$ cat src/hdl/timer_consts.vh
// timer_consts.vh - register offsets, field positions and reset values of the timer core
// assumes: included by bare name into the timer design files
`ifndef TIMER_CONSTS_VH
`define TIMER_CONSTS_VH

// *****************************************
// register offsets (16-bit word address on the plain port)
// *****************************************
`define OFS_CTRL_ONE     5'h00
`define OFS_CTRL_TWO     5'h01
`define OFS_CTRL_FIVE    5'h02
`define OFS_CTRL_SIX     5'h03
`define OFS_EVENT_CTRL   5'h04
`define OFS_FLAGS        5'h05
`define OFS_COUNT        5'h06
`define OFS_PERIOD       5'h07
`define OFS_PERIOD_BUF   5'h08
`define OFS_CMP0         5'h09
`define OFS_CMP1         5'h0a
`define OFS_CMP2         5'h0b
`define OFS_CMP_BUF0     5'h0c
`define OFS_CMP_BUF1     5'h0d
`define OFS_CMP_BUF2     5'h0e

// *****************************************
// field positions
// *****************************************
`define ENABLE_BIT       0
`define CLOCK_SELECT_LSB       1
`define CLOCK_SELECT_MSB       3
`define WAVEFORM_MODE_LSB       0
`define WAVEFORM_MODE_MSB       2
`define CMPEN_LSB        4
`define DIR_BIT          0
`define PERIOD_BUFFER_VALID_BIT        0
`define CMPBV_LSB        1
`define EVENT_COUNT_ENABLE_BIT        0

// *****************************************
// waveform modes
// *****************************************
`define WG_NORMAL        3'h0
`define WG_FRQ           3'h1
`define WG_SINGLESLOPE   3'h3

// *****************************************
// prescaler terminal counts (ratio minus one)
// *****************************************
`define PRESC_LAST_DIV1     10'h000
`define PRESC_LAST_DIV2     10'h001
`define PRESC_LAST_DIV4     10'h003
`define PRESC_LAST_DIV8     10'h007
`define PRESC_LAST_DIV16    10'h00f
`define PRESC_LAST_DIV64    10'h03f
`define PRESC_LAST_DIV256   10'h0ff
`define PRESC_LAST_DIV1024  10'h3ff

// *****************************************
// reset values
// *****************************************
`define PERIOD_RESET     16'hffff
`define CMP_RESET        16'h0000
`define COUNT_RESET      16'h0000

`endif

$ cat src/hdl/tick_prescaler.v
// tick_prescaler.v - divides the core clock into a one-cycle count tick
// assumes: clk_sel is steady while enabled; all inputs are on core_clk
`timescale 1ns/100ps
`include "timer_consts.vh"

module tick_prescaler (
	input  wire       core_clk,
	input  wire       rstn,
	input  wire       run,
	input  wire [2:0] clk_sel,
	output reg        tick_ff
);

	reg  [9:0] div_ff;
	reg  [9:0] nxt_div;
	reg  [9:0] last;

	// ratios 1,2,4,8,16,64,256,1024
	always @* begin
		case (clk_sel)
			3'h0: last = `PRESC_LAST_DIV1;
			3'h1: last = `PRESC_LAST_DIV2;
			3'h2: last = `PRESC_LAST_DIV4;
			3'h3: last = `PRESC_LAST_DIV8;
			3'h4: last = `PRESC_LAST_DIV16;
			3'h5: last = `PRESC_LAST_DIV64;
			3'h6: last = `PRESC_LAST_DIV256;
			default: last = `PRESC_LAST_DIV1024;
		endcase
		nxt_div = (div_ff >= last) ? 10'h000 : div_ff + 10'h001;
	end

	always @(posedge core_clk or negedge rstn) begin
		if (!rstn) begin
			div_ff  <= 10'h000;
			tick_ff <= 1'b0;
		end else if (!run) begin
			div_ff  <= 10'h000;
			tick_ff <= 1'b0;
		end else begin
			div_ff  <= nxt_div;
			tick_ff <= (div_ff >= last);
		end
	end

endmodule // tick_prescaler

$ cat src/hdl/timer_core.v
// timer_core.v - 16-bit buffered timer/counter with three compare channels
// assumes: one core clock, registers on a plain strobe port, event input asynchronous
//
// Strobed register access and the register offsets were decided locally.
`timescale 1ns/100ps
`include "timer_consts.vh"

// Summary of operation
// bottom zero, max all ones, top sequence end
// update at bottom or top per mode
// count prescaled ticks in chosen direction
// upward at top wraps to zero next
// downward at bottom reloads period value
// count register write wins, immediate
// direction may change while running
// enable starts; event enable counts events
// buffers with valid flags, copied on update
// active and buffer registers directly writable
// unbuffered period write compares at once
// lower new top: run to max, wrap
// buffered period moves only on update
// compare match sets flag next tick
// compare buffer copied only on update
// pin driven only in mode, clock, enabled
// frequency mode: compare sets period, toggles
// frequency output period 2N(compare+1)
// single slope: set at top, clear match
// software keeps pwm period 0x0003..max
// single slope period N(period+1) clocks
// counter, period, compares all 16 bits
// three compare channels, each complete
// prescaler ticks every N; held when off
// buffered value active before next compare
module timer_core (
	input  wire        core_clk,
	input  wire        rstn,
	input  wire [4:0]  reg_addr,
	input  wire [15:0] reg_wdata,
	input  wire        reg_wr,
	input  wire        reg_rd,
	input  wire        event_in,
	output reg  [15:0] reg_rdata_ff,
	output reg  [2:0]  waveform_out_ff,
	output reg  [2:0]  waveform_oe_n_ff
);

	// *****************************************
	// registers
	// *****************************************
	reg         enable_ff;
	reg  [2:0]  clock_select_ff;
	reg  [2:0]  waveform_mode_ff;
	reg  [2:0]  compare_output_enable_ff;
	reg         dir_down_ff;
	reg         event_count_enable_ff;
	reg  [15:0] count_value_ff;
	reg  [15:0] period_ff;
	reg  [15:0] period_buffer_ff;
	reg         period_buffer_valid_ff;
	reg  [15:0] compare_value_ff [0:2];
	reg  [15:0] compare_buffer_ff [0:2];
	reg  [2:0]  compare_buffer_valid_ff;
	reg  [2:0]  match_flag_ff;
	reg         ovf_flag_ff;
	reg  [2:0]  waveform_signal_ff;
	reg  [2:0]  match_pend_ff;
	reg         ev_sync1_ff;
	reg         ev_sync2_ff;
	reg         ev_prev_ff;

	wire        presc_tick;
	wire        ev_tick;
	wire        tick;
	wire [15:0] top_val;
	wire        at_top;
	wire        at_bottom;
	wire        update;
	wire        wr_count;
	wire        frq_mode;
	wire        ss_mode;
	wire        wg_active;
	wire        wr_flags;
	reg  [15:0] nxt_count;
	reg  [2:0]  cmp_match;
	reg  [15:0] rd_mux;
	integer     i_buf;
	integer     i_cmp;
	integer     i_flg;
	integer     i_wav;
	integer     i_out;

	function is_addr;
		input [4:0] a;
		input [4:0] ofs;
		begin
			is_addr = (a == ofs);
		end
	endfunction

	// offset of channel ch counted from the channel 0 register
	function [4:0] cmp_addr;
		input [4:0] base;
		input integer ch;
		begin
			cmp_addr = base + ch[4:0];
		end
	endfunction

	// *****************************************
	// clock sources
	// *****************************************
	tick_prescaler u_presc (
		.core_clk (core_clk),
		.rstn     (rstn),
		.run      (enable_ff),
		.clk_sel  (clock_select_ff),
		.tick_ff  (presc_tick)
	);

	// event pin is asynchronous; rising edges count only after two stages
	always @(posedge core_clk or negedge rstn) begin
		if (!rstn) begin
			ev_sync1_ff <= 1'b0;
			ev_sync2_ff <= 1'b0;
			ev_prev_ff  <= 1'b0;
		end else begin
			ev_sync1_ff <= event_in;
			ev_sync2_ff <= ev_sync1_ff;
			ev_prev_ff  <= ev_sync2_ff;
		end
	end

	assign ev_tick  = ev_sync2_ff & ~ev_prev_ff;
	assign tick     = enable_ff & (event_count_enable_ff ? ev_tick : presc_tick);
	assign frq_mode = (waveform_mode_ff == `WG_FRQ);
	assign ss_mode  = (waveform_mode_ff == `WG_SINGLESLOPE);
	// frequency mode takes its period from channel 0
	assign top_val   = frq_mode ? compare_value_ff[0] : period_ff;
	assign at_top    = (count_value_ff == top_val);
	assign at_bottom = (count_value_ff == 16'h0000);
	// single slope and frequency update at top when counting up, else at bottom
	assign update    = tick & (dir_down_ff ? at_bottom : at_top);
	assign wr_count  = reg_wr & is_addr(reg_addr, `OFS_COUNT);
	assign wr_flags  = reg_wr & is_addr(reg_addr, `OFS_FLAGS);
	assign wg_active = (waveform_mode_ff != `WG_NORMAL) & ~event_count_enable_ff;

	// *****************************************
	// counter
	// *****************************************
	always @* begin
		nxt_count = count_value_ff;
		if (dir_down_ff) begin
			if (at_bottom)
				nxt_count = top_val;
			else
				nxt_count = count_value_ff - 16'h0001;
		end else begin
			// equality only: a top below the count runs on through max
			if (at_top)
				nxt_count = 16'h0000;
			else
				nxt_count = count_value_ff + 16'h0001;
		end
	end

	always @(posedge core_clk or negedge rstn) begin
		if (!rstn) begin
			count_value_ff <= `COUNT_RESET;
		end else if (wr_count) begin
			count_value_ff <= reg_wdata;
		end else if (tick) begin
			count_value_ff <= nxt_count;
		end
	end

	// *****************************************
	// control and buffered registers
	// *****************************************
	always @(posedge core_clk or negedge rstn) begin
		if (!rstn) begin
			enable_ff                <= 1'b0;
			clock_select_ff          <= 3'h0;
			waveform_mode_ff         <= `WG_NORMAL;
			compare_output_enable_ff <= 3'h0;
			dir_down_ff              <= 1'b0;
			event_count_enable_ff    <= 1'b0;
			period_ff                <= `PERIOD_RESET;
			period_buffer_ff         <= `PERIOD_RESET;
			period_buffer_valid_ff   <= 1'b0;
		end else begin
			// copy on update first; a same-cycle buffer write then wins
			if (update && period_buffer_valid_ff) begin
				period_ff              <= period_buffer_ff;
				period_buffer_valid_ff <= 1'b0;
			end
			if (reg_wr) begin
				case (reg_addr)
					`OFS_CTRL_ONE: begin
						enable_ff       <= reg_wdata[`ENABLE_BIT];
						clock_select_ff <= reg_wdata[`CLOCK_SELECT_MSB:`CLOCK_SELECT_LSB];
					end
					`OFS_CTRL_TWO: begin
						waveform_mode_ff         <= reg_wdata[`WAVEFORM_MODE_MSB:`WAVEFORM_MODE_LSB];
						compare_output_enable_ff <= reg_wdata[`CMPEN_LSB+2:`CMPEN_LSB];
					end
					`OFS_CTRL_FIVE: dir_down_ff <= reg_wdata[`DIR_BIT];
					`OFS_EVENT_CTRL: event_count_enable_ff <= reg_wdata[`EVENT_COUNT_ENABLE_BIT];
					`OFS_PERIOD: period_ff <= reg_wdata;
					`OFS_PERIOD_BUF: begin
						period_buffer_ff       <= reg_wdata;
						period_buffer_valid_ff <= 1'b1;
					end
					// compare registers are decoded in their own block
					default: ;
				endcase
			end
		end
	end

	// *****************************************
	// compare registers and buffers
	// *****************************************
	always @(posedge core_clk or negedge rstn) begin
		if (!rstn) begin
			compare_buffer_valid_ff <= 3'h0;
			for (i_buf = 0; i_buf < 3; i_buf = i_buf + 1) begin
				compare_value_ff[i_buf]  <= `CMP_RESET;
				compare_buffer_ff[i_buf] <= `CMP_RESET;
			end
		end else begin
			for (i_buf = 0; i_buf < 3; i_buf = i_buf + 1) begin
				// copy on update first; a same-cycle buffer write then wins
				if (update && compare_buffer_valid_ff[i_buf]) begin
					compare_value_ff[i_buf]        <= compare_buffer_ff[i_buf];
					compare_buffer_valid_ff[i_buf] <= 1'b0;
				end
				if (reg_wr && is_addr(reg_addr, cmp_addr(`OFS_CMP0, i_buf)))
					compare_value_ff[i_buf] <= reg_wdata;
				if (reg_wr && is_addr(reg_addr, cmp_addr(`OFS_CMP_BUF0, i_buf))) begin
					compare_buffer_ff[i_buf]       <= reg_wdata;
					compare_buffer_valid_ff[i_buf] <= 1'b1;
				end
			end
		end
	end

	// *****************************************
	// compare channels and waveforms
	// *****************************************
	always @* begin
		for (i_cmp = 0; i_cmp < 3; i_cmp = i_cmp + 1)
			cmp_match[i_cmp] = (count_value_ff == compare_value_ff[i_cmp]);
	end

	// a match latched on a tick raises its flag on the following tick
	always @(posedge core_clk or negedge rstn) begin
		if (!rstn) begin
			match_pend_ff <= 3'h0;
			match_flag_ff <= 3'h0;
			ovf_flag_ff   <= 1'b0;
		end else begin
			// a match left over from before a stop must not raise a flag on restart
			if (!enable_ff)
				match_pend_ff <= 3'h0;
			else if (tick)
				match_pend_ff <= cmp_match;
			for (i_flg = 0; i_flg < 3; i_flg = i_flg + 1) begin
				if (tick && match_pend_ff[i_flg])
					match_flag_ff[i_flg] <= 1'b1;
				else if (wr_flags && reg_wdata[i_flg+1])
					match_flag_ff[i_flg] <= 1'b0;
			end
			// set wins over a same-cycle clear
			if (tick && (dir_down_ff ? at_bottom : at_top))
				ovf_flag_ff <= 1'b1;
			else if (wr_flags && reg_wdata[0])
				ovf_flag_ff <= 1'b0;
		end
	end

	always @(posedge core_clk or negedge rstn) begin
		if (!rstn) begin
			waveform_signal_ff <= 3'h0;
		end else if (tick && wg_active) begin
			for (i_wav = 0; i_wav < 3; i_wav = i_wav + 1) begin
				if (frq_mode && cmp_match[0] && i_wav == 0)
					waveform_signal_ff[i_wav] <= ~waveform_signal_ff[i_wav];
				else if (ss_mode && at_top)
					waveform_signal_ff[i_wav] <= 1'b1;
				else if (ss_mode && cmp_match[i_wav])
					waveform_signal_ff[i_wav] <= 1'b0;
			end
		end
	end

	always @(posedge core_clk or negedge rstn) begin
		if (!rstn) begin
			waveform_out_ff  <= 3'h0;
			waveform_oe_n_ff <= 3'h7;
		end else begin
			for (i_out = 0; i_out < 3; i_out = i_out + 1) begin
				waveform_out_ff[i_out]  <= waveform_signal_ff[i_out];
				waveform_oe_n_ff[i_out] <= ~(wg_active & compare_output_enable_ff[i_out]);
			end
		end
	end

	// *****************************************
	// read port
	// *****************************************
	always @* begin
		rd_mux = 16'h0000;
		case (reg_addr)
			`OFS_CTRL_ONE:   rd_mux = {12'h000, clock_select_ff, enable_ff};
			`OFS_CTRL_TWO:   rd_mux = {9'h000, compare_output_enable_ff, 1'b0, waveform_mode_ff};
			`OFS_CTRL_FIVE:  rd_mux = {15'h0000, dir_down_ff};
			`OFS_CTRL_SIX:   rd_mux = {12'h000, compare_buffer_valid_ff, period_buffer_valid_ff};
			`OFS_EVENT_CTRL: rd_mux = {15'h0000, event_count_enable_ff};
			`OFS_FLAGS:      rd_mux = {12'h000, match_flag_ff, ovf_flag_ff};
			`OFS_COUNT:      rd_mux = count_value_ff;
			`OFS_PERIOD:     rd_mux = period_ff;
			`OFS_PERIOD_BUF: rd_mux = period_buffer_ff;
			`OFS_CMP0:       rd_mux = compare_value_ff[0];
			`OFS_CMP1:       rd_mux = compare_value_ff[1];
			`OFS_CMP2:       rd_mux = compare_value_ff[2];
			`OFS_CMP_BUF0:   rd_mux = compare_buffer_ff[0];
			`OFS_CMP_BUF1:   rd_mux = compare_buffer_ff[1];
			`OFS_CMP_BUF2:   rd_mux = compare_buffer_ff[2];
			default:         rd_mux = 16'h0000;
		endcase
	end

	always @(posedge core_clk or negedge rstn) begin
		if (!rstn)
			reg_rdata_ff <= 16'h0000;
		else if (reg_rd)
			reg_rdata_ff <= rd_mux;
		else
			reg_rdata_ff <= 16'h0000;
	end

endmodule // timer_core

$ cat config.mk
export PLATFORM = sky130hd
export DESIGN_NAME = timer_core
export DESIGN_NICKNAME = d
export VERILOG_FILES = /design/src/hdl/tick_prescaler.v /design/src/hdl/timer_core.v
export VERILOG_INCLUDE_DIRS = /design/src /design/src/hdl
export SDC_FILE = /design/constraint.sdc
export NUM_CORES = 1
export LEC_CHECK = 0
export ABC_CLOCK_PERIOD_IN_PS = 4400
export BUFFER_PORTS_ARGS = -buffer_cell sky130_fd_sc_hd__buf_4
export CAP_MARGIN = 20
export CORE_UTILIZATION = 50
export CTS_CLUSTER_DIAMETER = 150
export DETAILED_ROUTE_END_ITERATION = 16
export PLACE_DENSITY = 0.67
export SKIP_CTS_REPAIR_TIMING = 1
export SYNTH_ARGS = -nofsm -noshare
export SYNTH_HDL_FRONTEND = slang
export SYNTH_SLANG_ARGS = --single-unit
$ cat constraint.sdc
create_clock -name core_clk -period 4.4 [get_ports core_clk]
set_input_delay 0.22 -clock core_clk [delete_from_list [all_inputs] [get_ports core_clk]]
set_output_delay 0.22 -clock core_clk [all_outputs]
set_load 0.02 [all_outputs]
==> summary.txt <==
Pwr
  – Pint: 4.22 mW
  – Pleak: 5.47 nW
  – Switch share: 0.336
  – Power Density: 488 mW/mm^2
  – Combinational Power Share: 0.227
  – Psw: 2.13 mW
  – VDD IR max: 349 uV
  – Reg power frac: 0.435
  – Clock network power share: 0.338

Placed design
  – Post-placement cell area: 0.0120 mm^2
  – Port Buf Inserts: 47
  – GPL Wtd Cong: 0.936
  – Post-DP HPWL: 24700 um

Clock tree
  – CTS sink count: 206
  – Clock buffer depth: 3
  – Htree depth: 1
  – Clock root buffer: clkbuf_16
  – Clock-pin transition on the worst setup and hold timing paths: 0.06 ns
  – Worst skew pair latency: 0.54 ns
  – Cts bufs inserted: 24
  – TritonCTS clock tree: built

Route
  – Met3 wire len: 3510 um
  – DR top layer: met4
  – Wire length on met2: 16100 um
  – Final WL: 36200 um
  – 1st-iter DRT viols: 1190
  – Detail Route Antenna Nets: 0
  – First-pass iteration count of the detailed router: 6
  – Wire per inst: 24.3 um
  – DRC viols: 0
  – Vias per inst: 6.54
  – Routed length on met1: 15300 um
  – Via Count: 9725

Logic synthesis
  – Synth Register Bits: 206
  – Synth Warn #: 0
  – Top cells by area, synth: dfrtp_1 (37%), dfstp_2 (8.0%), mux2_2 (7.5%), mux2i_1 (6.3%), nor2_1 (4.0%)
  – Post-synth top area share: 0.372
  – Post-synthesis sequential area ratio: 0.452
  – Async set or reset register ratio after synthesis: 1.00
  – Synthesized cell area: 0.0115 mm^2
  – Post-Syn Instances: 1161
  – Syn Nets: 1199
  – Number of enable flip-flop cells after synthesis: 0
  – Predominant post-synthesis flop cell: dfrtp_1
  – Avg Cell Area, Syn: 9.91 um^2
  – Most frequent cell after synthesis: dfrtp_1
  – Commonest cells in the netlist: dfrtp_1 (171), nor2_1 (122), a21oi_1 (88)
  – Unique masters post-synth: 58
  – Synth area leader: dfrtp_1

Worst setup path
  – CP required: 4.81 ns
  – Worst EP arrival: 4.35 ns
  – Type of destination of the critical path: register
  – Largest fanout on the critical path: 19
  – Crit path kind: reg -> reg
  – Critical Path Source Type: register

Final layout
  – Layout cell share with drive strength beyond 1: 0.205
  – # nets final: 1221
  – Synth-to-Final Area Change: 13.3%
  – Fillcell total: 1953
  – Design area: 0.0130 mm^2
  – Multi-input gate area: 0.00579 mm^2
  – Sequential Area: 0.00520 mm^2
  – Diodes inserted: 0

Die
  – Initial Util: 0.509
  – I/O pins: 48
  – Die area: 0.0236 mm^2
  – Row cnt: 55
  – Die X: 154 um
  – Core area: 0.0226 mm^2
  – DIE HEIGHT: 154 um

Global routing
  – Largest net degree at the start of global routing: 84
  – Initial antenna violation count: 0
  – Number of global-route vias before repair: 9333
  – First-pass GRT wire length: 55900 um
  – Grt ovf: 0
  – Total track usage: 0.308

STA
  – Max Clk Rate: 254 MHz
  – Final hold vios: 1
  – Setup-failing EPs final: 0
  – Max Slew Vio Count: 0
  – Hold Worst Slack: -0.00517 ns
  – Setup TNS: 0 ns
  – Worst slew pin tran: 1.11 ns
  – Clock skew: 0.0121 ns
  – Rel. slew slack: 0.257
  – RSZ-0062 raised after global routing: false
  – Final period util: 0.896
  – Post-layout min period: 3.94 ns

Outcome
  – Failing checks: hold timing
  – Outcome: finished with violations

Flow run
  – Max-Cap Viols: 0

Hold path
  – Hold crit path type: in -> reg
layer usage:
layer | vias to the layer above | global-route usage
met5 | - | 0
met1 | 4739 | 0.446
met3 | 77 | 0.0448
li1 | 4302 | -
met2 | 607 | 0.468
met4 | 0 | 0.119
power by group through the flow:
stage                     clock (mW)  combinational, mW  sequential, mW
final                           2.15               1.44            2.76
after global routing            2.24               1.58            2.80
after CTS                       2.17               1.41            2.74
after detailed placement           0               1.40            2.77
after global placement             0               1.38            2.76
after floorplan                    0               1.13            2.50
flip-flops by register name, indices dropped and copies added, names as in the netlist, 10 cells and up:
signal,flops
count_value_ff,16
compare_buffer_ff,48
period_ff,16
period_buffer_ff,16
reg_rdata_ff,16
compare_value_ff,48
u_presc.div_ff,10
kinds of logic after synthesis:
logic type / Yosys count / synth area share
fa+ha+maj: 12 / 0.0131
buf+inv: 116 / 0.0460
xor+xnor: 62 / 0.0472
simple gates: 325 / 0.130
mux: 149 / 0.138
compound gates: 291 / 0.174
flops: 206 / 0.452
layout make-up:
type / instances / area share
multi-input cells: 839 / 0.444
flip-flops and latches: 206 / 0.399
repair buffers: 89 / 0.0571
clock buffers: 33 / 0.0518
well taps: 285 / 0.0274
clock inverters: 11 / 0.0141
inverters: 23 / 0.00663
stage by stage:
| stage | setup WS, ns | total power, mW | util | hold slack, ns | cells |
|---|---|---|---|---|---|
| global route | 0.325 | 6.62 | 0.577 | 0.00574 | 1486 |
| finish | 0.459 | 6.35 | 0.577 | -0.00517 | 1486 |
| global placement | 0.668 | 4.14 | 0.534 | 0.300 | 1435 |
| CTS | 0.553 | 6.32 | 0.572 | -0.245 | 1479 |
| floorplan | 1.31 | 3.63 | - | -0.0756 | 1161 |
| detailed placement | 0.536 | 4.17 | 0.534 | 0.309 | 1435 |
placed cells by master, fill, tap and decap left out, types with 4 or more instances in the layout:
cell,n
dfrtp_1,171
nor2_1,122
a21oi_1,87
buf_4,81
nand2_1,80
mux2_2,77
mux2i_1,72
o21ai_0,36
dfstp_2,35
xor2_1,32
xnor2_1,30
a31oi_1,28
a22o_1,26
nor3_1,26
a221oi_1,25
clkbuf_16,24
inv_1,23
nand3_1,21
a22oi_1,21
nand2b_1,12
a222oi_1,12
ha_1,12
nor4_1,11
nand4_1,10
or3_1,9
and3_1,9
nor2b_1,7
o22ai_1,7
o211ai_1,6
clkbuf_8,5
clkinv_2,5
clkbuf_1,5
nand3b_1,4
o211a_1,4
bufinv_16,4
dlygate4sd3_1,4
worst max-delay path: stages (launching register included):
cell       delay [ns]
dfrtp_1          0.48
or3b_1           0.72
mux2i_1          0.32
o22ai_1          0.12
or4_4            0.61
a2111oi_4        0.43
o211a_1          0.54
buf_4            0.27
mux2i_1          0.22
a21oi_1          0.09
worst paths after layout:
check | startpoint | endpoint | slack, ns | depth (start not counted)
setup / recovery | waveform_mode_ff[1] | compare_value_ff[34] | 0.46 | 9
hold / removal | reg_wdata[15] | period_ff[15] | -0.005 | 3
setup reg to reg | waveform_mode_ff[1] | compare_value_ff[34] | 0.46 | 9
hold reg to reg | ev_sync1_ff | ev_sync2_ff | 0.36 | 0
max in group asynchronous | rstn | period_buffer_ff[9] | 3.03 | 3
min in group asynchronous | rstn | u_presc.div_ff[2] | 0.28 | 2
Power figures use the tool's default switching activity.
